File: src/hw/lcdc_pkg.sv
// Package with constants and types for the LCD driver command interpreter
package lcdc_pkg;

  // ---------------------------------------------------------------------------
  // Command opcodes (upper bits) and field layout
  // ---------------------------------------------------------------------------
  localparam logic [4:0] OP_IFACE    = 5'h00;  // Interface control, bits 7:3
  localparam logic [4:0] OP_SWRESET  = 5'h02;  // Software reset, bits 7:3
  localparam logic [4:0] OP_DUTY     = 5'h04;  // Duty selection
  localparam logic [4:0] OP_BIAS     = 5'h06;  // Bias selection
  localparam logic [4:0] OP_POWER    = 5'h0a;  // Power circuit enables
  localparam logic [4:0] OP_BOOSTF   = 5'h10;  // Booster frequency
  localparam logic [4:0] OP_RATIO    = 5'h12;  // Regulator divider ratio
  localparam logic [1:0] OP_VOLUME   = 2'h3;   // Volume prefix in bits 7:6
  localparam int         PS_BIT      = 0;      // Parallel/serial select position
  localparam int         LR_BIT      = 1;      // Output direction position
  localparam int         M_BIT       = 2;      // Frame direction position

  // ---------------------------------------------------------------------------
  // Reset values
  // ---------------------------------------------------------------------------
  localparam logic [2:0] RST_IFACE   = 3'h0;   // Serial data, default directions
  localparam logic [2:0] RST_DUTY    = 3'h0;   // Pure segment mode
  localparam logic [2:0] RST_BIAS    = 3'h0;   // First bias setting
  localparam logic [2:0] RST_POWER   = 3'h0;   // All power circuits off
  localparam logic [2:0] RST_BOOSTF  = 3'h0;   // Lowest booster frequency
  localparam logic [2:0] RST_RATIO   = 3'h0;   // Smallest ratio
  localparam logic [5:0] RST_VOLUME  = 6'h00;  // Volume code zero
  localparam logic [5:0] VOL_MAX     = 6'h3f;  // Top level, sixty-three
  localparam logic [2:0] BITS_LAST   = 3'h7;   // Index of eighth bit
  localparam logic [2:0] DUTY_SEG    = 3'h0;   // Duty code of pure segment mode

  // ---------------------------------------------------------------------------
  // Receiver states
  // ---------------------------------------------------------------------------
  typedef enum logic [1:0] {
    RX_IDLE  = 2'b00,  // Bus free, waiting for start
    RX_SHIFT = 2'b01,  // Collecting command bits
    RX_RESET = 2'b10   // Software reset held until stop
  } lcdc_rx_t;

endpackage : lcdc_pkg

File: src/hw/lcdc_sync.sv
// Two-stage synchroniser with edge outputs for the command link pins
`timescale 1ns/1ns
module lcdc_sync (
  input  wire logic ref_clk,   // System clock
  input  wire logic rst,       // Synchronous reset, high
  input  wire logic clkEn,     // Freezes state when low
  input  wire logic pinIn,     // Asynchronous pin
  output logic      level,     // Synchronised level
  output logic      rise,      // One-cycle rising pulse
  output logic      fall       // One-cycle falling pulse
);

  // ---------------------------------------------------------------------------
  // State
  // ---------------------------------------------------------------------------
  typedef struct packed {
    logic meta;   // First stage, read only by second
    logic sync;   // Second stage
    logic prev;   // Delayed for edge detection
  } lcdc_sync_t;

  lcdc_sync_t s_q, s_d;

  // Next-state logic
  always_comb begin
    s_d      = s_q;
    s_d.meta = pinIn;
    s_d.sync = s_q.meta;
    s_d.prev = s_q.sync;
  end

  // Registers; idle line is high
  always_ff @(posedge ref_clk) begin
    if (rst) begin
      s_q <= '1;
    end else if (clkEn) begin
      s_q <= s_d;
    end
  end

  assign level = s_q.sync;
  assign rise  = s_q.sync & ~s_q.prev;
  assign fall  = ~s_q.sync & s_q.prev;

endmodule : lcdc_sync

File: src/hw/lcdc_cmd.sv
// Serial command receiver and configuration registers of the LCD driver
`timescale 1ns/1ns
module lcdc_cmd (
  input  wire logic       ref_clk,          // System clock, 25 MHz
  input  wire logic       rst,              // Synchronous reset, high
  input  wire logic       clkEn,            // Freezes all state when low
  input  wire logic       cmdClkIn,         // Command clock pin level
  output logic            cmdClkOut,        // Command clock drive, never driven
  output logic            cmdClkOe_n,       // Command clock enable, low drives
  input  wire logic       cmdSerialDataIn,  // Command data pin level
  output logic            cmdSerialDataOut, // Command data drive, never driven
  output logic            cmdSerialDataOe_n,// Command data enable, low drives
  input  wire logic       displayBlank_n,   // Display blank pin, low blanks
  input  wire logic [3:0] dispData,         // Display data bus pins
  output logic [3:0]      dataNibble,       // Accepted display data
  output logic            parallelMode,     // One when four lines used
  output logic            lrDir,            // Output direction select
  output logic            frameDir,         // Frame direction select
  output logic [2:0]      dutySel,          // Duty selection code
  output logic [2:0]      biasSel,          // Bias selection code
  output logic [2:0]      boostFreq,        // Booster frequency code
  output logic            boosterOn,        // Booster enable, gated by mode
  output logic            regulatorOn,      // Regulator enable, gated by mode
  output logic            followerOn,       // Follower enable, gated by mode
  output logic [5:0]      contrastVolumeLevel, // Alpha level from volume code
  output logic [2:0]      regulatorDividerRatio, // Ratio code
  output logic            blankActive,      // Drive outputs forced to ground
  output logic            softResetActive,  // Software reset in progress
  output logic            frameActive       // Command frame open
);

  // ---------------------------------------------------------------------------
  // State
  // ---------------------------------------------------------------------------
  typedef struct packed {
    lcdc_pkg::lcdc_rx_t rx;       // Receiver state
    logic [7:0] shift;            // Bits of the byte in progress
    logic [2:0] bitCnt;           // Bits received so far
    logic [2:0] iface;            // M, LR, PS
    logic [2:0] duty;             // Duty code
    logic [2:0] bias;             // Bias code
    logic [2:0] power;            // B, R, F enables as written
    logic [2:0] boostF;           // Booster frequency
    logic [2:0] ratio;            // Divider ratio
    logic [5:0] volume;           // Volume code
    logic       blankSync0;       // Blank pin first stage
    logic       blankSync1;       // Blank pin second stage
    logic [3:0] dataSync0;        // Data pins first stage
    logic [3:0] dataSync1;        // Data pins second stage
    logic [3:0] nibble;           // Accepted display data
  } lcdc_cmd_t;

  lcdc_cmd_t s_q, s_d;

  logic sclLevel, sclRise;        // Synchronised command clock
  logic sdaLevel, sdaRise, sdaFall; // Synchronised command data
  logic startCond, stopCond;      // Bus conditions
  logic [7:0] byteNext;           // Byte including current bit

  // ---------------------------------------------------------------------------
  // Pin synchronisers
  // ---------------------------------------------------------------------------
  lcdc_sync uSyncClk (
    .ref_clk (ref_clk),
    .rst     (rst),
    .clkEn   (clkEn),
    .pinIn   (cmdClkIn),
    .level   (sclLevel),
    .rise    (sclRise),
    .fall    ()
  );

  lcdc_sync uSyncData (
    .ref_clk (ref_clk),
    .rst     (rst),
    .clkEn   (clkEn),
    .pinIn   (cmdSerialDataIn),
    .level   (sdaLevel),
    .rise    (sdaRise),
    .fall    (sdaFall)
  );

  // Start and stop detection with clock high
  assign startCond = sdaFall & sclLevel;
  assign stopCond  = sdaRise & sclLevel;
  assign byteNext  = {s_q.shift[6:0], sdaLevel};

  // ---------------------------------------------------------------------------
  // Next-state logic
  // ---------------------------------------------------------------------------
  always_comb begin
    s_d            = s_q;
    s_d.blankSync0 = displayBlank_n;
    s_d.blankSync1 = s_q.blankSync0;
    s_d.dataSync0  = dispData;
    s_d.dataSync1  = s_q.dataSync0;
    // Serial mode reads only the first line
    if (s_q.iface[lcdc_pkg::PS_BIT]) begin
      s_d.nibble = s_q.dataSync1;
    end else begin
      s_d.nibble = {3'h0, s_q.dataSync1[0]};
    end
    case (s_q.rx)
      lcdc_pkg::RX_IDLE: begin
        // Waiting for start on the only command path
        if (startCond) begin
          s_d.rx     = lcdc_pkg::RX_SHIFT;
          s_d.bitCnt = 3'h0;
        end
      end
      lcdc_pkg::RX_SHIFT: begin
        if (stopCond) begin
          // Stop ends the frame, partial byte dropped
          s_d.rx = lcdc_pkg::RX_IDLE;
        end else if (startCond) begin
          // Repeated start restarts byte assembly
          s_d.bitCnt = 3'h0;
        end else if (sclRise) begin
          s_d.shift  = byteNext;
          s_d.bitCnt = s_q.bitCnt + 3'h1;
          if (s_q.bitCnt == lcdc_pkg::BITS_LAST) begin
            // Full byte: decode; frame stays open for chaining
            if (byteNext[7:6] == lcdc_pkg::OP_VOLUME) begin
              s_d.volume = byteNext[5:0];
            end else if (byteNext[7:3] == lcdc_pkg::OP_IFACE) begin
              s_d.iface = byteNext[2:0];
            end else if (byteNext[7:3] == lcdc_pkg::OP_SWRESET) begin
              if (byteNext[0]) begin
                s_d.rx = lcdc_pkg::RX_RESET;
              end
            end else if (byteNext[7:3] == lcdc_pkg::OP_DUTY) begin
              s_d.duty = byteNext[2:0];
            end else if (byteNext[7:3] == lcdc_pkg::OP_BIAS) begin
              s_d.bias = byteNext[2:0];
            end else if (byteNext[7:3] == lcdc_pkg::OP_POWER) begin
              s_d.power = byteNext[2:0];
            end else if (byteNext[7:3] == lcdc_pkg::OP_BOOSTF) begin
              s_d.boostF = byteNext[2:0];
            end else if (byteNext[7:3] == lcdc_pkg::OP_RATIO) begin
              s_d.ratio = byteNext[2:0];
            end
          end
        end
      end
      lcdc_pkg::RX_RESET: begin
        // Registers held at defaults; further bytes ignored until stop
        s_d.iface  = lcdc_pkg::RST_IFACE;
        s_d.duty   = lcdc_pkg::RST_DUTY;
        s_d.bias   = lcdc_pkg::RST_BIAS;
        s_d.power  = lcdc_pkg::RST_POWER;
        s_d.boostF = lcdc_pkg::RST_BOOSTF;
        s_d.ratio  = lcdc_pkg::RST_RATIO;
        s_d.volume = lcdc_pkg::RST_VOLUME;
        if (stopCond) begin
          s_d.rx = lcdc_pkg::RX_IDLE;
        end
      end
      default: begin
        s_d.rx = lcdc_pkg::RX_IDLE;
      end
    endcase
  end

  // ---------------------------------------------------------------------------
  // Registers
  // ---------------------------------------------------------------------------
  always_ff @(posedge ref_clk) begin
    if (rst) begin
      s_q            <= '0;
      s_q.rx         <= lcdc_pkg::RX_IDLE;
      s_q.iface      <= lcdc_pkg::RST_IFACE;
      s_q.duty       <= lcdc_pkg::RST_DUTY;
      s_q.bias       <= lcdc_pkg::RST_BIAS;
      s_q.power      <= lcdc_pkg::RST_POWER;
      s_q.boostF     <= lcdc_pkg::RST_BOOSTF;
      s_q.ratio      <= lcdc_pkg::RST_RATIO;
      s_q.volume     <= lcdc_pkg::RST_VOLUME;
      s_q.blankSync0 <= 1'b0;
      s_q.blankSync1 <= 1'b0;
    end else if (clkEn) begin
      s_q <= s_d;
    end
  end

  // ---------------------------------------------------------------------------
  // Outputs
  // ---------------------------------------------------------------------------
  logic powerAllowed;  // Power circuits permitted in this duty mode
  assign powerAllowed = (s_q.duty != lcdc_pkg::DUTY_SEG);

  assign cmdClkOut             = 1'b0;  // Device only listens on the link
  assign cmdClkOe_n            = 1'b1;
  assign cmdSerialDataOut      = 1'b0;
  assign cmdSerialDataOe_n     = 1'b1;
  assign dataNibble            = s_q.nibble;
  assign parallelMode          = s_q.iface[lcdc_pkg::PS_BIT];
  assign lrDir                 = s_q.iface[lcdc_pkg::LR_BIT];
  assign frameDir              = s_q.iface[lcdc_pkg::M_BIT];
  assign dutySel               = s_q.duty;
  assign biasSel               = s_q.bias;
  assign boostFreq             = s_q.boostF;
  assign boosterOn             = s_q.power[2] & powerAllowed;
  assign regulatorOn           = s_q.power[1] & powerAllowed;
  assign followerOn            = s_q.power[0] & powerAllowed;
  assign contrastVolumeLevel   = lcdc_pkg::VOL_MAX - s_q.volume;
  assign regulatorDividerRatio = s_q.ratio;
  assign blankActive           = ~s_q.blankSync1;
  assign softResetActive       = (s_q.rx == lcdc_pkg::RX_RESET);
  assign frameActive           = (s_q.rx != lcdc_pkg::RX_IDLE);
endmodule : lcdc_cmd

File: config.mk
export PLATFORM = sky130hd
export DESIGN_NAME = lcdc_cmd
export DESIGN_NICKNAME = d
export VERILOG_FILES = /design/src/hw/lcdc_pkg.sv /design/src/hw/lcdc_sync.sv /design/src/hw/lcdc_cmd.sv
export SDC_FILE = /design/constraint.sdc
export NUM_CORES = 1
export LEC_CHECK = 0
export ABC_AREA = 1
export ABC_CLOCK_PERIOD_IN_PS = 2250
export BUFFER_PORTS_ARGS = -buffer_cell sky130_fd_sc_hd__buf_2
export CORE_UTILIZATION = 50
export CTS_BUF_LIST = sky130_fd_sc_hd__clkbuf_8
export CTS_CLUSTER_SIZE = 30
export DETAILED_ROUTE_END_ITERATION = 8
export MAX_ROUTING_LAYER = met4
export PLACE_DENSITY_LB_ADDON = 0.25
export SLEW_MARGIN = 20
export SYNTH_ARGS = -nofsm -noshare
export SYNTH_HDL_FRONTEND = slang
export SYNTH_HIERARCHICAL = 1
export SYNTH_SLANG_ARGS = --single-unit
File: constraint.sdc
create_clock -name ref_clk -period 2.25 [get_ports ref_clk]
set_input_delay 0.3375 -clock ref_clk [delete_from_list [all_inputs] [get_ports ref_clk]]
set_output_delay 0.3375 -clock ref_clk [all_outputs]
set_load 0.05 [all_outputs]
==> results of run 1 <==
==> layer usage <==
| layer | up-vias | global-route usage (%) | wire [microns] |
|---|---|---|---|
| li1 | 1198 | - | - |
| met1 | 1013 | 25.1 | 2500 |
| met2 | 55 | 36.2 | 2410 |
| met3 | 12 | 4.55 | 227 |
| met4 | 0 | 8.18 | 100 |
| met5 | - | - | 0 |
==> final cells by class <==
cell class | instances | area (sq um)
Fill cell | 527 | 2240
Multi-Input combinational cell | 241 | 1170
Sequential cell | 56 | 1120
Timing Repair Buffer | 44 | 230
Inverter | 44 | 165
Tap cell | 70 | 87.6
Clock buffer | 6 | 82.6
Clock inverter | 2 | 7.51
==> worst max-delay path by stage <==
stage / from / to / slack, ns / depth (start not counted)
2_1_floorplan: uSyncClk/level$_SDFFE_PP1P_ / parallelMode$_SDFFE_PP0P_ / 0.66 / 11
3_3_place_gp: uSyncClk/level$_SDFFE_PP1P_ / s_q[16]$_SDFFE_PP0P_ / 0.52 / 9
3_5_place_dp: uSyncClk/level$_SDFFE_PP1P_ / s_q[16]$_SDFFE_PP0P_ / 0.44 / 9
4_1_cts: uSyncClk/level$_SDFFE_PP1P_ / s_q[16]$_SDFFE_PP0P_ / 0.44 / 9
5_1_grt: uSyncClk/level$_SDFFE_PP1P_ / regulatorDividerRatio[0]$_SDFFE_PP0P_ / 0.12 / 11
6_report: uSyncClk/level$_SDFFE_PP1P_ / s_q[16]$_SDFFE_PP0P_ / 0.39 / 9
==> power groups by stage <==
stage          Combinational (mW)  Sequential, mW  Clock [mW]
3_5_place_dp                0.725            1.16           0
6_report                    0.723            1.13       0.557
2_1_floorplan               0.622            1.17           0
3_3_place_gp                0.714            1.16           0
5_1_grt                     0.804            1.15       0.611
4_1_cts                     0.726            1.14       0.569
==> cell usage in the layout, fill, tap and decap left out, types with 3 or more instances in the layout <==
cell type / count
nand3_1: 22
nor3_1: 4
buf_4: 4
o21ai_1: 7
a21oi_1: 27
clkbuf_8: 6
dfxtp_1: 56
buf_2: 40
nor2_1: 68
a21oi_2: 4
nand2_2: 4
o21ai_0: 26
nand4_1: 3
conb_1: 4
inv_1: 39
nand2_1: 52
inv_2: 7
==> metrics by stage <==
stage | std cells | utilization, % | setup slack [ns] | cell area, sq um | hold WS, ns
2_1_floorplan | 370 | - | 0.661 | 2660 | 0.410
3_3_place_gp | 455 | 54.3 | 0.523 | 2780 | 0.429
4_1_cts | 463 | 56.1 | 0.437 | 2870 | 0.246
3_5_place_dp | 455 | 54.3 | 0.440 | 2780 | 0.433
5_1_grt | 463 | 56.1 | 0.120 | 2870 | 0.247
6_report | 463 | 56.1 | 0.393 | 2870 | 0.247
==> worst min-delay path, delay by kind of cell <==
family | cells | cell delay [ns]
AND/OR/NAND/NOR | 2 | 0.11
buffers and inverters | 1 | 0.07
==> registers in the layout (all words and copies together), names as in the netlist, 3 cells and up <==
name                   cells
byteNext                   7
regulatorDividerRatio      3
s_q                       19
dutySel                    3
boostFreq                  3
dataNibble                 4
s_d                        5
biasSel                    3
==> results.py, run 1 <==
metrics = {
    "setup_path": {
        "max_stage_delay_ns": 0.40,
        "reg2reg_depth": 9,
        "r2r-start": "uSyncClk/level$_SDFFE_PP1P_",
        "reg2reg_slack_ns": 0.39,
        "worst_setup_path_start_kind": "flop",
        "crit_buf_inv": 2,
        "slowest_stage": "dfxtp_1",
        "required_ns": 2.46,
        "path_class": "reg -> reg",
        "crit_path_end_kind": "flop",
        "path_cells": "inv_1 > nor2_1 > inv_1 > nand2_1 > nand2_2 > nor2_4 > nand3_2 > o21ai_0 > a21oi_1",
        "cp_top_family": "simple AND/OR/NAND/NOR gates",
        "worst_ep_arrival_time_ns": 2.06,
        "timing.rr.end": "s_q[16]$_SDFFE_PP0P_",
        "cpMostUsedCell": "inv_1",
        "crit_path_max_fanout": 12,
    },
    "clocking": {
        "cts_root_buf": "clkbuf_8",
        "ctsHoldBuffers": 0,
        "cts_resized": 0,
        "cts_tree": "built",
        "cts_buffers": 5,
        "clock_sinks": 56,
        "clkTransAtPathRegs_ns": 0.10,
        "cts_setup_buffers": 0,
        "clock_latency_ns": 0.31,
        "clock_path_buffers": 2,
        "h-tree-depth": 2,
    },
    "grt": {
        "grtUsageTotal_pct": 21.5,
        "grt_max_degree": 27,
        "grt_pass1_vias": 2041,
        "overflow": 0,
        "grt_first_pass_wirelength_microns": 8870,
        "antenna_found_initial": 0,
    },
    "timing": {
        "fin_crit_sh_pct": 82.5,
        "slew_violations": 0,
        "setup_violations": 0,
        "rsz0062_at_grt": "no",
        "setup_tns_ns": 0,
        "hold_viol": 0,
        "finalClockSkew_ns": 0.00753,
        "period_minus_slack_ns": 1.86,
        "max_freq_ghz": 0.539,
    },
    "pwr": {
        "finalPower_mw": 2.41,
        "p_leak_nw": 1.33,
        "swShare_pct": 37.6,
        "power.net_switching_mw": 0.907,
        "p_int_mw": 1.51,
        "peakVddDrop_mv": 0.458,
        "p_clk_share_pct": 23.1,
        "pwr-share-seq_pct": 47.0,
        "power_density_mw_per_mm2": 843,
        "combinationalPowerShare_pct": 30.0,
    },
    "synthesis": {
        "synthCells": 368,
        "yosys_warnings": 6,
        "syn_area_sq_mm": 0.00266,
        "avgSynthCellArea_sq_um": 7.22,
    },
    "finish": {
        "layout.nets": 404,
        "syn_to_final_growth_pct": 7.87,
        "drive_gt1_share_pct": 18.8,
        "antenna_cells": 0,
    },
    "floorplanning": {
        "design.core.area_sq_mm": 0.00511,
        "num_rows": 26,
        "start_util_pct": 52.0,
        "die_h_microns": 74.9,
        "die_x_microns": 74.9,
        "ios": 45,
        "die_area_sq_mm": 0.00561,
    },
    "detailed_routing": {
        "drc": 0,
        "drtPass1Iterations": 4,
        "wl_per_cell_microns": 11.3,
        "vias_per_cell": 4.92,
        "drtIter0Drc": 104,
        "vias": 2278,
        "finalWirelength_microns": 5240,
        "drtAntennaViolNets": 0,
    },
    "worst_hold_path": {
        "min_path_cells": 3,
        "hp-class": "in -> reg",
        "hp-start": "displayBlank_n",
        "whs_endpoint": "s_d[12]$_SDFFE_PP0P_",
    },
    "status": {
        "status": "finished clean",
    },
    "place": {
        "hpwl_microns": 3820,
        "port-buffer-count": 40,
        "place.gp.congestion": 0.890,
    },
    "flow_run": {
        "maxCapViolCount": 0,
    },
}
Power figures use the tool's default switching activity.
==> run 2, diff against run 1 <==
- ABC_CLOCK_PERIOD_IN_PS: 2250 -> 1900
- clock period: 2.25 -> 1.9 ns (I/O delays scaled with it)
==> results.py, run 2 (synthesis results as in run 1) <==
metrics = {
    "worst_hold_path": {
        "whs_endpoint": "uSyncData/s_d[1]$_SDFFE_PP1P_",
        "hp-start": "cmdSerialDataIn",
        "hp-class": "in -> reg",
        "min_path_cells": 3,
    },
    "timing": {
        "slew_violations": 0,
        "max_freq_ghz": 0.598,
        "setup_violations": 0,
        "hold_viol": 0,
        "finalClockSkew_ns": 0.0105,
        "period_minus_slack_ns": 1.67,
        "holdWs_ns": 0.190,
        "rsz0062_at_grt": "no",
        "setup_tns_ns": 0,
        "fin_crit_sh_pct": 88.0,
    },
    "setup_path": {
        "reg2reg_depth": 7,
        "required_ns": 1.62,
        "crit_path_end_kind": "output port",
        "crit_path_max_fanout": 6,
        "worst_setup_path_start_kind": "flop",
        "critPathLaunch": "s_q[50]$_SDFFE_PP0P_",
        "timing.rr.end": "s_q[14]$_SDFFE_PP0P_",
        "path_class": "reg -> out",
        "worst_ep_arrival_time_ns": 1.39,
        "r2r-start": "uSyncData/level$_SDFFE_PP1P_",
        "reg2reg_slack_ns": 0.23,
    },
    "finish": {
        "final_common_cell": "nor2_1",
        "final_cells": 465,
        "antenna_cells": 0,
        "syn_to_final_growth_pct": 9.89,
        "stdcell_area_sq_mm": 0.00292,
        "layout.nets": 406,
        "largest_reg_flops": 19,
        "layout_common_cells": "nor2_1 (67), dfxtp_1 (56), nand2_1 (52), buf_2 (40), inv_1 (37)",
        "n_fill_cell": 509,
        "largest-register": "s_q",
        "drive_gt1_share_pct": 20.0,
    },
    "detailed_routing": {
        "drtPass1Iterations": 4,
        "finalWirelength_microns": 5390,
        "drc": 0,
        "vias": 2289,
        "vias_per_cell": 4.92,
        "wl_per_cell_microns": 11.6,
        "drtAntennaViolNets": 0,
        "drtIter0Drc": 91,
    },
    "place": {
        "hpwl_microns": 3990,
        "place.gp.congestion": 0.962,
        "placed_area_sq_mm": 0.00279,
        "post-place-cells": 457,
        "port-buffer-count": 40,
    },
    "grt": {
        "antenna_found_initial": 0,
        "grt_first_pass_wirelength_microns": 8960,
        "grtUsageTotal_pct": 21.8,
        "grt_pass1_vias": 2045,
        "overflow": 0,
        "grt_max_degree": 46,
    },
    "clocking": {
        "cts_tree": "built",
        "cts_root_buf": "clkbuf_8",
        "clock_path_buffers": 2,
        "clkTransAtPathRegs_ns": 0.09,
        "h-tree-depth": 2,
        "clock_sinks": 56,
        "clock_latency_ns": 0.31,
        "cts_buffers": 5,
        "ctsHoldBuffers": 0,
    },
    "pwr": {
        "swShare_pct": 35.7,
        "power.net_switching_mw": 1.09,
        "p_clk_share_pct": 27.7,
        "power_density_mw_per_mm2": 1050,
        "peakVddDrop_mv": 0.458,
        "combinationalPowerShare_pct": 28.4,
        "p_leak_nw": 1.35,
        "p_int_mw": 1.97,
        "finalPower_mw": 3.06,
        "pwr-share-seq_pct": 43.9,
    },
    "floorplanning": {
        "die_h_microns": 74.9,
        "num_rows": 26,
        "ios": 45,
        "design.core.area_sq_mm": 0.00511,
        "start_util_pct": 52.0,
        "die_x_microns": 74.9,
        "die_area_sq_mm": 0.00561,
    },
    "status": {
        "status": "finished clean",
    },
    "flow_run": {
        "maxCapViolCount": 0,
    },
}
## run 2: final cells by class
cell class	instances	area, sq um	share of cell area, %
Clock inverter	1	30.0	1.03
Sequential cell	56	1120	38.4
Multi-Input combinational cell	241	1170	40.2
Clock buffer	7	96.3	3.30
Timing Repair Buffer	46	245	8.40
Tap cell	70	87.6	3.00
Inverter	44	165	5.66
## run 2: per-layer routing
| layer | GRT usage [%] | part of all wire, % | up-vias |
|---|---|---|---|
| li1 | - | - | 1205 |
| met1 | 25.3 | 47 | 1013 |
| met2 | 36.6 | 46 | 59 |
| met3 | 4.42 | 3.8 | 12 |
| met4 | 9.43 | 2.5 | 0 |
| met5 | - | 0 | - |
## run 2: worst max-delay path by stage
stage / endpoint / slack [ns]
detailed placement: s_q[14]$_SDFFE_PP0P_ / 0.24
finish: softResetActive / 0.23
floorplan: parallelMode$_SDFFE_PP0P_ / 0.31
CTS: softResetActive / 0.22
global route: s_q[16]$_SDFFE_PP0P_ / 0.03
global placement: parallelMode$_SDFFE_PP0P_ / 0.29
## run 2: power groups by stage
stage          combinational (mW)  clock (mW)  sequential [mW]
3_3_place_gp                0.860           0             1.37
2_1_floorplan               0.736           0             1.39
4_1_cts                     0.873       0.869             1.34
6_report                    0.868       0.849             1.34
5_1_grt                     0.957       0.913             1.36
3_5_place_dp                0.870           0             1.37
## run 2: worst max-delay path, cell delays in order (launching register included)
cell and delay [ns]:
dfxtp_1 0.47, nand2_2 0.12, inv_1 0.19, buf_2 0.30
## run 2: repair_timing
item	in CTS	in global routing
gates resized for setup	0	1
setup buffers	0	0
endpoints found under the setup margin	0	4
## run 2: per-stage QoR
step,setup WS [ns],utilization [%]
after floorplan,0.311,-
after CTS,0.223,57.1
after detailed placement,0.241,54.6
after global routing,0.0324,57.2
after global placement,0.291,54.6
final,0.229,57.2
==> run 3, diff against run 2 <==
- CORE_UTILIZATION: 50 -> 46
- CTS_CLUSTER_DIAMETER: unset -> 60
==> results.py, run 3 (synthesis results as in run 1) <==
metrics = {
    "status": {
        "status": "finished clean",
    },
    "setup_path": {
        "crit_path_end_kind": "flop",
        "crit_path_max_fanout": 6,
        "reg2reg_slack_ns": 0.22,
        "timing.rr.end": "parallelMode$_SDFFE_PP0P_",
        "worst_ep_arrival_time_ns": 1.89,
        "path_class": "reg -> reg",
        "required_ns": 2.11,
        "r2r-start": "uSyncClk/level$_SDFFE_PP1P_",
        "reg2reg_depth": 11,
        "worst_setup_path_start_kind": "flop",
    },
    "timing": {
        "period_minus_slack_ns": 1.68,
        "finalClockSkew_ns": 0.00730,
        "setup_violations": 0,
        "rsz0062_at_grt": "no",
        "hold_viol": 0,
        "fin_crit_sh_pct": 88.2,
        "max_freq_ghz": 0.597,
        "holdWs_ns": 0.186,
        "setup_ws_ns": 0.224,
        "setup_tns_ns": 0,
        "slew_violations": 0,
    },
    "detailed_routing": {
        "drtIter0Drc": 134,
        "vias": 2253,
        "finalWirelength_microns": 5180,
        "drtPass1Iterations": 4,
        "drc": 0,
        "drtAntennaViolNets": 0,
        "vias_per_cell": 4.82,
        "wl_per_cell_microns": 11.1,
    },
    "finish": {
        "layout_common_cells": "nor2_1 (68), dfxtp_1 (55), nand2_1 (52), buf_2 (40), inv_1 (37)",
        "final_cells": 467,
        "antenna_cells": 0,
        "layout.nets": 407,
        "final_common_cell": "nor2_1",
        "n_fill_cell": 571,
        "largest-register": "s_q",
        "largest_reg_flops": 19,
        "syn_to_final_growth_pct": 9.23,
        "drive_gt1_share_pct": 20.3,
    },
    "floorplanning": {
        "die_x_microns": 78.0,
        "ios": 45,
        "num_rows": 27,
        "die_h_microns": 78.0,
        "design.core.area_sq_mm": 0.00554,
        "die_area_sq_mm": 0.00608,
        "start_util_pct": 47.9,
    },
    "clocking": {
        "clock_path_buffers": 2,
        "h-tree-depth": 2,
        "clock_sinks": 56,
        "clock_latency_ns": 0.31,
        "cts_buffers": 5,
        "cts_tree": "built",
        "cts_root_buf": "clkbuf_8",
        "clkTransAtPathRegs_ns": 0.09,
        "ctsHoldBuffers": 0,
        "cts_setup_buffers": 0,
        "cts_resized": 0,
    },
    "worst_hold_path": {
        "hp-class": "in -> reg",
        "hp-start": "cmdClkIn",
        "min_path_cells": 3,
        "whs_endpoint": "uSyncClk/s_d[1]$_SDFFE_PP1P_",
    },
    "pwr": {
        "peakVddDrop_mv": 0.558,
        "p_leak_nw": 1.34,
        "power_density_mw_per_mm2": 998,
        "finalPower_mw": 2.89,
    },
    "place": {
        "post-place-cells": 460,
        "hpwl_microns": 3830,
        "port-buffer-count": 40,
        "place.gp.congestion": 0.876,
        "dp_slack_ns": 0.192,
    },
    "grt": {
        "grt_first_pass_wirelength_microns": 8980,
        "grt_max_degree": 24,
        "grtUsageTotal_pct": 19.2,
        "overflow": 0,
        "antenna_found_initial": 0,
        "grt_pass1_vias": 2109,
    },
    "flow_run": {
        "maxCapViolCount": 0,
    },
}
==> run 3: where the power goes <==
part,leakage (nW),switching [mW],internal (mW)
combinational,0.829,0.639,0.221
clock,0.0503,0.365,0.325
sequential,0.458,0.0620,1.28
==> run 3: worst max path at each step <==
| stage | endpoint | depth (start not counted) | from | slack [ns] |
|---|---|---|---|---|
| after CTS | s_q[16]$_SDFFE_PP0P_ | 8 | uSyncData/level$_SDFFE_PP1P_ | 0.18 |
| after floorplan | parallelMode$_SDFFE_PP0P_ | 11 | uSyncClk/level$_SDFFE_PP1P_ | 0.31 |
| final | parallelMode$_SDFFE_PP0P_ | 11 | uSyncClk/level$_SDFFE_PP1P_ | 0.22 |
| after detailed placement | s_q[16]$_SDFFE_PP0P_ | 8 | uSyncData/level$_SDFFE_PP1P_ | 0.19 |
| after global routing | biasSel[1]$_SDFFE_PP0P_ | 8 | s_q[49]$_SDFFE_PP0P_ | 0.02 |
| after global placement | s_q[16]$_SDFFE_PP0P_ | 8 | uSyncData/level$_SDFFE_PP1P_ | 0.23 |
==> run 3: critical path, stage by stage, from the launching register on <==
cell,delay [ns]
dfxtp_1,0.40
inv_1,0.05
nor2_1,0.21
inv_1,0.14
nand2_1,0.12
nand2_2,0.07
nor2_4,0.11
nand2_2,0.10
a21oi_4,0.20
nand2_1,0.08
nand2_1,0.06
nor2_1,0.04
==> run 3: final cells by class <==
type,count,area [sq um],area share [%]
repair buffers,47,253,8.71
well taps,72,90.1,3.10
flip-flops and latches,56,1120,38.7
clock buffers,7,96.3,3.32
inverters,44,165,5.69
multi-input cells,241,1170,40.5
==> run 3: routing by layer <==
layer  wire [microns]  global-route usage [%]  vias to the layer above  share of wire, %
met4               93                    7.96                        0               1.8
met5                0                       -                        -                 0
met3              198                    4.00                        8               3.8
met1             2500                    22.0                      992                48
li1                 -                       -                     1205                 -
met2             2390                    32.7                       48                46
==> run 3: metrics by stage <==
stage                     cell area [sq um]  util (%)
after CTS                              2900      52.3
final                                  2900      52.4
after detailed placement               2800      50.5
after global placement                 2800      50.5
after floorplan                        2660         -
after global routing                   2900      52.4
